`src/ctrl_block_pkg.sv`:
```
// Constants for the control block window and memory select decode
package ctrl_block_pkg;

  // ==========================================================================
  // Window geometry and register offsets
  localparam int unsigned    WINDOW_BYTES      = 256;
  localparam logic [7:0]     OFF_TOP_REGION    = 8'ha0;
  localparam logic [7:0]     OFF_BOTTOM_REGION = 8'ha2;
  localparam logic [7:0]     OFF_RELOCATION    = 8'hfe;

  // ==========================================================================
  // Reset values
  localparam logic [15:0]    RELOC_RESET       = 16'h20ff;
  localparam logic [15:0]    TOP_RESET         = 16'hfff8;
  localparam logic [15:0]    BOTTOM_RESET      = 16'h0000;

  // ==========================================================================
  // Relocation register fields
  localparam int unsigned    RELOC_MEM_BIT     = 12;
  localparam int unsigned    RELOC_SLAVE_BIT   = 14;
  localparam int unsigned    RELOC_TRAP_BIT    = 13;
  localparam int unsigned    RELOC_BASE_LSB    = 0;
  localparam int unsigned    RELOC_BASE_W      = 12;

  // ==========================================================================
  // Limit register fields
  localparam int unsigned    LIMIT_LOW_BITS    = 6;
  localparam int unsigned    READY_MODE_W      = 3;

  // ==========================================================================
  // Bus cycle phases
  typedef enum logic [1:0] {
    PH_IDLE = 2'b00,
    PH_ADDR = 2'b01,
    PH_DATA = 2'b11
  } bus_phase_e;

endpackage

```
`src/ctrl_block_decode.sv`:
```
// Control block window decode and upper/lower memory select generation
`timescale 1ns/1ps
module ctrl_block_decode
  import ctrl_block_pkg::*;
(
  input  wire logic        clk,
  input  wire logic        srst,
  input  wire logic        cycle_start,
  input  wire logic        cycle_end,
  input  wire logic [19:0] cycle_addr,
  input  wire logic        cycle_is_mem,
  input  wire logic        cycle_is_write,
  input  wire logic        cycle_is_dma,
  input  wire logic [15:0] cycle_wdata,
  input  wire logic [1:0]  cycle_byte_en,
  input  wire logic [15:0] ext_data_in,
  input  wire logic        sync_ready_in,
  input  wire logic        async_ready_in,
  output logic [15:0]      reg_rdata,
  output logic             internal_hit,
  output logic             take_ext_data,
  output logic             take_ext_ready,
  output logic             top_memory_select_n,
  output logic             bottom_memory_select_n,
  output logic [2:0]       ready_mode_bits,
  output logic             ready_mode_valid,
  output logic             slave_interrupt_mode,
  output logic             escape_instruction_trap,
  output logic [15:0]      data_to_core,
  output logic             ready_to_core
);

  // ==========================================================================
  // Pin synchronisers for the ready inputs
  logic sr_meta_q, sr_sync_q, ar_meta_q, ar_sync_q;
  logic sr_meta_d, sr_sync_d, ar_meta_d, ar_sync_d;

  // Next values of the synchroniser chain
  always_comb begin
    sr_meta_d = sync_ready_in;
    sr_sync_d = sr_meta_q;
    ar_meta_d = async_ready_in;
    ar_sync_d = ar_meta_q;
  end

  // Register the synchroniser chain
  always_ff @(posedge clk) begin
    if (srst) begin
      sr_meta_q <= 1'b0;
      sr_sync_q <= 1'b0;
      ar_meta_q <= 1'b0;
      ar_sync_q <= 1'b0;
    end else begin
      sr_meta_q <= sr_meta_d;
      sr_sync_q <= sr_sync_d;
      ar_meta_q <= ar_meta_d;
      ar_sync_q <= ar_sync_d;
    end
  end

  // ==========================================================================
  // Register file state
  logic [15:0] reloc_q, reloc_d;
  logic [15:0] top_q, top_d;
  logic [15:0] bottom_q, bottom_d;
  logic        bottom_armed_q, bottom_armed_d;
  bus_phase_e  phase_q, phase_d;

  // Latched cycle attributes held for the whole bus cycle
  logic [19:0] addr_q, addr_d;
  logic        mem_q, mem_d;
  logic        win_q, win_d;

  // Window decode and region compare wires
  logic        win_space_ok;
  logic        win_base_ok;
  logic        win_now;
  logic        top_hit;
  logic        bottom_hit;
  logic [7:0]  win_off;
  logic [15:0] rd_mux;

  // Window hit for the presented address
  always_comb begin
    win_space_ok = (cycle_is_mem == reloc_q[RELOC_MEM_BIT]);
    // Base is relocation bits 11:0 as address bits 19:8, low byte zero
    if (cycle_is_mem) begin
      win_base_ok = (cycle_addr[19:8] == reloc_q[RELOC_BASE_W-1:RELOC_BASE_LSB]);
    end else begin
      // I/O space is 16 bits wide, address bits 19:16 expected zero
      win_base_ok = (cycle_addr[15:8] == reloc_q[7:0]) && (cycle_addr[19:16] == 4'h0);
    end
    win_now = win_space_ok && win_base_ok;
    win_off = addr_q[7:0];
  end

  // Region comparators on the latched address
  limit_compare u_cmp (
    .addr         (addr_q),
    .top_limit    (top_q),
    .bottom_limit (bottom_q),
    .bottom_armed (bottom_armed_q),
    .top_hit      (top_hit),
    .bottom_hit   (bottom_hit)
  );

  // ==========================================================================
  // Bus cycle tracking and register write logic
  always_comb begin
    phase_d        = phase_q;
    addr_d         = addr_q;
    mem_d          = mem_q;
    win_d          = win_q;
    reloc_d        = reloc_q;
    top_d          = top_q;
    bottom_d       = bottom_q;
    bottom_armed_d = bottom_armed_q;
    unique case (phase_q)
      PH_IDLE: begin
        if (cycle_start) begin
          // CPU and DMA cycles are latched the same way
          addr_d  = cycle_addr;
          mem_d   = cycle_is_mem;
          win_d   = win_now;
          phase_d = PH_ADDR;
        end
      end
      PH_ADDR: begin
        phase_d = PH_DATA;
      end
      PH_DATA: begin
        if (cycle_end) begin
          phase_d = PH_IDLE;
          win_d   = 1'b0;
          if (win_q && cycle_is_write) begin
            // Word registers with byte lanes
            unique case (win_off)
              OFF_RELOCATION: begin
                if (cycle_byte_en[0]) reloc_d[7:0]  = cycle_wdata[7:0];
                if (cycle_byte_en[1]) reloc_d[15:8] = cycle_wdata[15:8];
              end
              OFF_TOP_REGION: begin
                if (cycle_byte_en[0]) top_d[7:0]  = cycle_wdata[7:0];
                if (cycle_byte_en[1]) top_d[15:8] = cycle_wdata[15:8];
              end
              OFF_BOTTOM_REGION: begin
                if (cycle_byte_en[0]) bottom_d[7:0]  = cycle_wdata[7:0];
                if (cycle_byte_en[1]) bottom_d[15:8] = cycle_wdata[15:8];
              end
              default: begin
              end
            endcase
          end
          // Any access to the bottom limit arms its select
          if (win_q && (win_off == OFF_BOTTOM_REGION)) begin
            bottom_armed_d = 1'b1;
          end
        end
      end
      default: begin
        phase_d = PH_IDLE;
      end
    endcase
  end

  // Register cycle state and registers
  always_ff @(posedge clk) begin
    if (srst) begin
      phase_q        <= PH_IDLE;
      addr_q         <= 20'h00000;
      mem_q          <= 1'b0;
      win_q          <= 1'b0;
      reloc_q        <= RELOC_RESET;
      top_q          <= TOP_RESET;
      bottom_q       <= BOTTOM_RESET;
      bottom_armed_q <= 1'b0;
    end else begin
      phase_q        <= phase_d;
      addr_q         <= addr_d;
      mem_q          <= mem_d;
      win_q          <= win_d;
      reloc_q        <= reloc_d;
      top_q          <= top_d;
      bottom_q       <= bottom_d;
      bottom_armed_q <= bottom_armed_d;
    end
  end

  // ==========================================================================
  // Output stage: all outputs registered
  logic [15:0] rdata_q, rdata_d;
  logic        hit_q, hit_d, tdat_q, tdat_d, trdy_q, trdy_d;
  logic        top_n_q, top_n_d, bot_n_q, bot_n_d;
  logic [2:0]  mode_q, mode_d;
  logic        mode_v_q, mode_v_d;
  logic [15:0] core_data_q, core_data_d;
  logic        core_rdy_q, core_rdy_d;
  logic        in_cycle;

  // Read mux and select generation
  always_comb begin
    unique case (win_off)
      OFF_RELOCATION:    rd_mux = reloc_q;
      OFF_TOP_REGION:    rd_mux = top_q;
      OFF_BOTTOM_REGION: rd_mux = bottom_q;
      default:           rd_mux = 16'h0000;
    endcase
    in_cycle = (phase_q != PH_IDLE);
    rdata_d  = win_q ? rd_mux : 16'h0000;
    hit_d    = in_cycle && win_q;
    // Window cycles ignore external data and both ready inputs
    tdat_d   = in_cycle && !win_q;
    trdy_d   = in_cycle && !win_q;
    // Active-low selects held for the whole memory cycle
    top_n_d  = !(in_cycle && mem_q && top_hit);
    bot_n_d  = !(in_cycle && mem_q && bottom_hit);
    // Ready mode of the hit region
    if (in_cycle && mem_q && top_hit) begin
      mode_d   = top_q[READY_MODE_W-1:0];
      mode_v_d = 1'b1;
    end else if (in_cycle && mem_q && bottom_hit) begin
      mode_d   = bottom_q[READY_MODE_W-1:0];
      mode_v_d = 1'b1;
    end else begin
      mode_d   = 3'h0;
      mode_v_d = 1'b0;
    end
    // Data and ready toward the core; window answers internally
    if (win_q) begin
      core_data_d = rd_mux;
      core_rdy_d  = in_cycle;
    end else begin
      core_data_d = ext_data_in;
      core_rdy_d  = in_cycle && (sr_sync_q || ar_sync_q);
    end
  end

  // Register the outputs
  always_ff @(posedge clk) begin
    if (srst) begin
      rdata_q     <= 16'h0000;
      hit_q       <= 1'b0;
      tdat_q      <= 1'b0;
      trdy_q      <= 1'b0;
      top_n_q     <= 1'b1;
      bot_n_q     <= 1'b1;
      mode_q      <= 3'h0;
      mode_v_q    <= 1'b0;
      core_data_q <= 16'h0000;
      core_rdy_q  <= 1'b0;
    end else begin
      rdata_q     <= rdata_d;
      hit_q       <= hit_d;
      tdat_q      <= tdat_d;
      trdy_q      <= trdy_d;
      top_n_q     <= top_n_d;
      bot_n_q     <= bot_n_d;
      mode_q      <= mode_d;
      mode_v_q    <= mode_v_d;
      core_data_q <= core_data_d;
      core_rdy_q  <= core_rdy_d;
    end
  end

  // Drive ports from flip-flops
  assign reg_rdata               = rdata_q;
  assign internal_hit            = hit_q;
  assign take_ext_data           = tdat_q;
  assign take_ext_ready          = trdy_q;
  assign top_memory_select_n     = top_n_q;
  assign bottom_memory_select_n  = bot_n_q;
  assign ready_mode_bits         = mode_q;
  assign ready_mode_valid        = mode_v_q;
  assign slave_interrupt_mode    = reloc_q[RELOC_SLAVE_BIT];
  assign escape_instruction_trap = reloc_q[RELOC_TRAP_BIT];
  assign data_to_core            = core_data_q;
  assign ready_to_core           = core_rdy_q;

endmodule

```
`src/limit_compare.sv`:
```
// Upper and lower memory region comparators
`timescale 1ns/1ps
module limit_compare
  import ctrl_block_pkg::*;
(
  input  wire logic [19:0] addr,
  input  wire logic [15:0] top_limit,
  input  wire logic [15:0] bottom_limit,
  input  wire logic        bottom_armed,
  output logic             top_hit,
  output logic             bottom_hit
);

  logic [15:0] top_floor;
  logic [15:0] bottom_ceiling;

  // Force the low limit bits to zero or one before comparing
  always_comb begin
    top_floor      = {top_limit[15:LIMIT_LOW_BITS], {LIMIT_LOW_BITS{1'b0}}};
    bottom_ceiling = {bottom_limit[15:LIMIT_LOW_BITS], {LIMIT_LOW_BITS{1'b1}}};
    top_hit        = (addr[19:4] >= top_floor);
    bottom_hit     = bottom_armed && (addr[19:4] <= bottom_ceiling);
  end

endmodule

```
`config.mk`:
```
export PLATFORM = sky130hd
export DESIGN_NAME = ctrl_block_decode
export DESIGN_NICKNAME = d
export VERILOG_FILES = /design/src/ctrl_block_pkg.sv /design/src/ctrl_block_decode.sv /design/src/limit_compare.sv
export SDC_FILE = /design/constraint.sdc
export NUM_CORES = 1
export LEC_CHECK = 0
export ABC_AREA = 1
export BUFFER_PORTS_ARGS = -buffer_cell sky130_fd_sc_hd__buf_4
export CAP_MARGIN = 20
export CORE_ASPECT_RATIO = 0.8
export CORE_MARGIN = 2
export CORE_UTILIZATION = 54
export CTS_CLUSTER_DIAMETER = 60
export DETAILED_ROUTE_END_ITERATION = 8
export PLACE_DENSITY = 0.79
export SLEW_MARGIN = 20
export SYNTH_ARGS = -nofsm -noshare
export SYNTH_HDL_FRONTEND = slang
export SYNTH_SLANG_ARGS = --single-unit
```
`constraint.sdc`:
```
create_clock -name clk -period 2 [get_ports clk]
set_input_delay 0.1 -clock clk [delete_from_list [all_inputs] [get_ports clk]]
set_output_delay 0.1 -clock clk [all_outputs]
set_load 0.02 [all_outputs]
```
==> metrics.txt, run 1 <==
Syn Nets=772; HPWL Detailed=10.2 mm; mux cell area share after synthesis=0; unrepaired setup endpoints after global routing=no; largest family of logic cells by synthesized area=simple AND/OR/NAND/NOR gates; Comb pwr share=0.097; DR iter-0 viols=411; CTS tree=done; Std-Cell Rows=31; fill count=~660; Hold Vio Cnt, Final=0; Ports=approximately 110; register area=about 0.0024 mm2; Tcrit/Tclk final=0.911; Hold EP=addr_q[10]; global placer's final weighted congestion=~0.92; CP max FO=5; initial antenna violation count=0; post-synthesis adder-cell area fraction=0.0497; Crit. Startpoint=top_q[15]; Post-DRT Antenna Nets=0; switching portion of total power=0.243; global-route wire length before repair=around 25 mm; share of layout cells above drive strength 1=0.195; Syn Area/Cell=approximately 7.3 um2; register area share after synthesis=0.469; Yosys warning total=0; XOR/XNOR Fraction of Synth Area=0.00869; area of the multi-input gates=0.00224 mm2; worst clock skew=between 0.006 and 0.007 ns; critical path required time=between 2 and 2.5 ns; GR Overflow Total=0; fin util=0.792; hold depth=3; CP Capture Type=flop; Ant. Diodes=0; status=finished, final reports clean; largest net degree at the start of global routing=23; Post-Synth Simple-Gate Area=0.294; synth unique cells=28; Worst-path clk slew=about 0.060 ns; crit path DAT=2.14 ns; Core Area=0.00908 mm2; CTS max path bufs=2; Worst R2R Setup Slack=0.18 ns; initial core utilization=0.555; Seq pwr share=0.396; compound-gate portion of the synthesized area=0.0916; MaxCap Viol Count=0; worst-margin pin slew=~0.55 ns; Root Buffer=clkbuf_16; Worst-Skew Late Latency=approximately 0.42 ns; DRC=0; reg2reg end=ready_mode_bits[2]; Worst Hold Class=in2reg; PD cells=slightly below 900 mW/mm2; drt first pass iters=5; vias per cell=between 5 and 6; Max Freq=between 500 and 600 MHz; htree depth=4; CP startpoint kind=flop; die area=just over 0.01 mm2; synthesis-to-layout area growth=42.7%; Mapped Cells=689; setup_tns=0 ns; reg2reg start=top_q[15]; post-layout min period=~1.8 ns; fin. max-slew vios=0; worst vdd rail ir drop=approximately 0.00061 V; P_leak=approximately 3.7 nW; total power=approximately 0.0062 W; Worst Path Class, Setup=reg2reg; Mapped Area=slightly above 0.005 mm2; Post CTS Setup Buffer Count=0; CTS sink cnt=118; Hold Startpoint=cycle_addr[10]; R2R depth=10; Die W=roughly 110 um; total CTS buffers=17; vias in the first global route=a little over 5,000; Pint=approximately 0.0047 W; die height=90.4 um; switching pwr=between 0.0015 and 0.002 W; Final nets=between 900 and 1,000; Final setup viols=0; DRT Wirelength=approximately 15 mm; Slew HR=0.633; WL per Instance=about 15 um; via count=around 5,200; Port Buf Inserts=between 100 and 150; Synth Register Bits=about 120; power share of the clock group=0.507; overall routing resource usage=0.312
==> cell usage after synthesis <==
master	instances	area, um2
nand2_2	2	12.5
buf_2	4	20.0
nor3_2	3	30.0
clkinv_1	1	3.75
a21o_1	1	7.51
xnor2_1	4	35.0
clkbuf_1	19	71.3
o2111ai_1	1	8.76
nand3_1	77	385
nand4_1	7	43.8
or2_2	2	12.5
nor2_2	1	6.26
o31ai_1	1	7.51
nor4_4	2	42.5
o21ai_0	53	265
nand3_2	1	10.0
dfxtp_1	118	2360
nand2_4	1	11.3
nor2_1	64	240
buf_4	1	7.51
xor2_1	1	8.76
inv_2	1	3.75
nand2_1	175	657
a21oi_1	32	160
inv_1	89	334
nor3_1	6	30.0
ha_1	20	250
o22ai_1	2	12.5
==> timing repair <==
item                       in CTS  in global routing
gates resized for setup         0                  1
setup endpoints to repair       0                  1
hold endpoints to repair       81                  0
hold buffers                   55                  0
==> sequential cells by signal, summed over array words and instances, names as in the netlist, 2 cells and up <==
name and cells:
reg_rdata 16, top_q 16, phase_q 2, ready_mode_bits 3
reloc_q 16, addr_q 20, data_to_core 16, bottom_q 16
==> cells by family (layout without fill, tap and decap cells) <==
kind of cell	Yosys count	in the layout
compound gates	90	90
xor+xnor	5	5
fa+ha+maj	20	20
buf+inv	115	303
flops	118	118
simple gates	341	341
==> critical path, stage by stage (launching register included) <==
cell and delay, ns:
dfxtp_1 0.36, inv_1 0.05, ha_1 0.30, nand2_1 0.09
inv_1 0.07, a21oi_1 0.18, nand4_1 0.24, nand3_1 0.24
nand2_1 0.07, nand2_1 0.08, inv_1 0.04
==> through the flow <==
step / hold slack, ns / worst slack (ns) / cells / area [um2]
after floorplan: 0.207 / 0.466 / 689 / 5040
after global placement: 0.295 / 0.279 / 905 / 6020
after detailed placement: 0.302 / 0.223 / 905 / 6020
after CTS: 0.00359 / 0.0345 / 992 / 7190
after global routing: 0.00624 / 0.0219 / 992 / 7190
final: 0.00473 / 0.178 / 992 / 7190
==> routing by layer <==
layer | vias up | wire [um] | track usage
met1 | 2381 | 6420 | 0.383
li1 | 2551 | - | -
met5 | - | 0 | 0
met4 | 0 | 431 | 0.128
met3 | 44 | 1320 | 0.0711
met2 | 243 | 7140 | 0.530
==> final cells by class <==
type / count / share of cell area
inverter: 91 / 0.0480
tap: 115 / 0.0200
clock inverter: 14 / 0.0240
multi-input combinational: 456 / 0.311
sequential: 118 / 0.329
clock buffer: 18 / 0.0611
timing repair buffer: 180 / 0.207
==> how the worst max path moves through the flow <==
stage	endpoint	slack [ns]
2_1_floorplan	bottom_q[13]	0.47
3_3_place_gp	ready_mode_bits[1]	0.28
3_5_place_dp	ready_mode_bits[2]	0.22
4_1_cts	phase_q[0]	0.03
5_1_grt	ready_mode_bits[2]	0.02
6_report	ready_mode_bits[2]	0.18
==> power by group through the flow <==
stage / Combinational (W) / Sequential, W / Clock (W)
finish: 0.000604 / 0.00247 / 0.00316
global route: 0.000670 / 0.00248 / 0.00326
CTS: 0.000595 / 0.00247 / 0.00316
detailed placement: 0.000503 / 0.00252 / 0
global placement: 0.000488 / 0.00251 / 0
floorplan: 0.000258 / 0.00253 / 0
==> cell usage in the layout, fill, tap and decap left out <==
| cell | count |
|---|---|
| o22ai_1 | 2 |
| clkbuf_8 | 1 |
| nor2_2 | 1 |
| nor3_2 | 3 |
| nor4_4 | 2 |
| nand3_1 | 77 |
| xnor2_1 | 4 |
| nor2_1 | 64 |
| dlygate4sd3_1 | 55 |
| bufinv_16 | 3 |
| nand2_1 | 175 |
| or2_2 | 2 |
| clkinvlp_4 | 3 |
| inv_6 | 5 |
| xor2_1 | 1 |
| nand3_2 | 1 |
| clkbuf_16 | 17 |
| o21ai_0 | 53 |
| a21oi_1 | 32 |
| nand2_2 | 2 |
| a21o_1 | 1 |
| clkinv_4 | 1 |
| o31ai_1 | 1 |
| nor3_1 | 6 |
| ha_1 | 20 |
| inv_1 | 89 |
| buf_4 | 125 |
| clkinv_2 | 3 |
| dfxtp_1 | 118 |
| nand4_1 | 7 |
| o2111ai_1 | 1 |
| nand2_4 | 1 |
| inv_2 | 1 |
No activity file was read; power rests on OpenSTA's default activity.
==> run 2: changes to the inputs <==
--- a/config.mk
+++ b/config.mk
@@ -8,7 +8,6 @@
 export ABC_AREA = 1
 export BUFFER_PORTS_ARGS = -buffer_cell sky130_fd_sc_hd__buf_4
 export CAP_MARGIN = 20
-export CORE_ASPECT_RATIO = 0.8
 export CORE_MARGIN = 2
 export CORE_UTILIZATION = 54
 export CTS_CLUSTER_DIAMETER = 60
==> metrics.txt, run 2 (synthesized netlist as in run 1, its figures left out) <==
global placer's final weighted congestion=0.889 (-3.5%); switching pwr=0.00153 W (+0.90%); total CTS buffers=17 (unchanged); vias in the first global route=5,395 (+4.6%); placed cell area=0.00600 mm2 (-0.46%); Pint=0.00467 W (-1.0%); CP max FO=19 (+14); DR iter-0 viols=299 (-27%); GR Overflow Total=0 (unchanged); CTS max path bufs=2 (unchanged); Ant. Diodes=0 (unchanged); PD cells=858 mW/mm2 (-1.0%); Root Buffer=clkbuf_8; P_leak=3.69 nW (+0.35%); Die W=101 um (-10%); Max stage delay on crit path=0.57 ns (+0.21 ns); post-layout min period=1.86 ns (+0.0392 ns); MaxCap Viol Count=0 (unchanged); most common cell after layout, fill and taps aside=nand2_1; DRC=0 (unchanged); Tcrit/Tclk final=0.931 (+0.0196); status=finished, final reports clean; Ports=107 (unchanged); fin. max-slew vios=0 (unchanged); largest register by flop count=addr_q; Slew HR=0.529 (-0.104); share of layout cells above drive strength 1=0.190 (-0.00543); largest net degree at the start of global routing=23 (unchanged); Worst path slowest cell=dlygate4sd3_1; total power=0.00620 W (-0.56%); Core Area=0.00915 mm2 (+0.84%); Post-DRT Antenna Nets=0 (unchanged); critical path required time=2.42 ns (+0.10 ns); htree depth=4 (unchanged); CP startpoint kind=primary input; setup_tns=0 ns (unchanged); Worst-Skew Late Latency=0.53 ns (+0.11 ns); CP top delay family=buffers and inverters; worst clock skew=0.00612 ns (-0.000278 ns); CTS sink cnt=118 (unchanged); initial core utilization=0.551 (-0.00463); Comb pwr share=0.099 (+0.002); die area=0.0101 mm2 (about the same); crit path DAT=2.28 ns (+0.14 ns); via count=5,264 (+0.86%); die height=101 um (+11%); Max Freq=537 MHz (-2.1%); WL per Instance=15.4 um (-0.39%); Final setup viols=0 (unchanged); Worst Path Buf+Inv=4 (+1); fin util=0.789 (-0.00292); switching portion of total power=0.247 (+0.00357); global-route wire length before repair=24.6 mm (-0.97%); final instance area=0.00722 mm2 (+0.47%); Final nets=951 (+0.42%); Port Buf Inserts=105 (unchanged); most frequent cells in the layout=nand2_1, buf_4, dfxtp_1; Worst Path Class, Setup=in2reg; fill count=628 (-4.7%); vias per cell=5.31 (+0.86%); CP Capture Type=flop; initial antenna violation count=0 (unchanged); DRT Wirelength=15.3 mm (-0.39%); CTS tree=done; area of the multi-input gates=0.00224 mm2 (+0.11%); Worst Hold Class=in2reg; Crit path top cell by count=dlygate4sd3_1; worst vdd rail ir drop=0.000765 V (+25%); Hold Vio Cnt, Final=0 (unchanged); overall routing resource usage=0.317 (+0.00524); unrepaired setup endpoints after global routing=no; post-CTS sizing=0 (unchanged); power share of the clock group=0.503 (-0.004); Seq pwr share=0.399 (+0.003); HPWL Detailed=9.93 mm (-3.0%); drt first pass iters=5 (unchanged); synthesis-to-layout area growth=43.3%; crit path cell chain=dlygate4sd3_1 > buf_4 > clkinv_1 > nand3_1 > o31ai_1 > dlygate4sd3_1; register area=0.00236 mm2 (unchanged); Worst-path clk slew=0.06 ns (about the same); Std-Cell Rows=35 (+13%); worst-margin pin slew=0.706 ns (+0.161 ns); max reg flops=20 (unchanged)
run 2: repair_timing:
item                      in CTS  in global routing
buffers inserted               0                  0
hold buffers                  62                  0
hold endpoints to repair      96                  0
run 2: power groups by stage:
stage               Sequential (W)  Clock (W)  Combinational [W]
floorplan                  0.00253          0           0.000258
global placement           0.00252          0           0.000477
detailed placement         0.00252          0           0.000494
CTS                        0.00247    0.00311           0.000597
global route               0.00248    0.00324           0.000674
finish                     0.00247    0.00311           0.000612
run 2: worst paths after layout:
check	from	end	slack (ns)	cells after the start
worst max-delay path	srst	phase_q[0]	0.14	6
worst min-delay path	cycle_byte_en[0]	reloc_q[5]	0.14	6
worst max register to register	win_q	top_q[11]	0.19	6
worst min register to register	ar_meta_q	ar_sync_q	0.41	2
run 2: area by class of cell:
class | count | area share
well taps | 111 | 0.0192
repair buffers | 184 | 0.213
inverters | 91 | 0.0473
clock buffers | 19 | 0.0598
flip-flops and latches | 118 | 0.327
multi-input cells | 456 | 0.310
clock inverters | 13 | 0.0239
run 2: metrics by stage:
step / instances / setup WS, ns / hold WS, ns
after floorplan: 689 / 0.466 / 0.207
after global routing: 992 / 0.0304 / 0.174
final: 992 / 0.139 / 0.139
after global placement: 898 / 0.334 / 0.296
after CTS: 992 / 0.210 / 0.141
after detailed placement: 898 / 0.281 / 0.298
run 2: layer usage:
layer	vias up	track usage	part of all wire	wire length, um
met5	-	0	0	0
met4	0	0.173	0.050	762
met3	70	0.0811	0.059	907
met2	233	0.580	0.51	7820
met1	2400	0.329	0.38	5770
li1	2561	-	-	-
run 2: worst register-to-register path, stage by stage, from the launching register on:
cell	delay, ns
dfxtp_1	0.47
nand2_2	0.15
nor4_4	0.32
buf_4	0.28
nand2_1	0.26
nand2_1	0.14
nand3_1	0.07
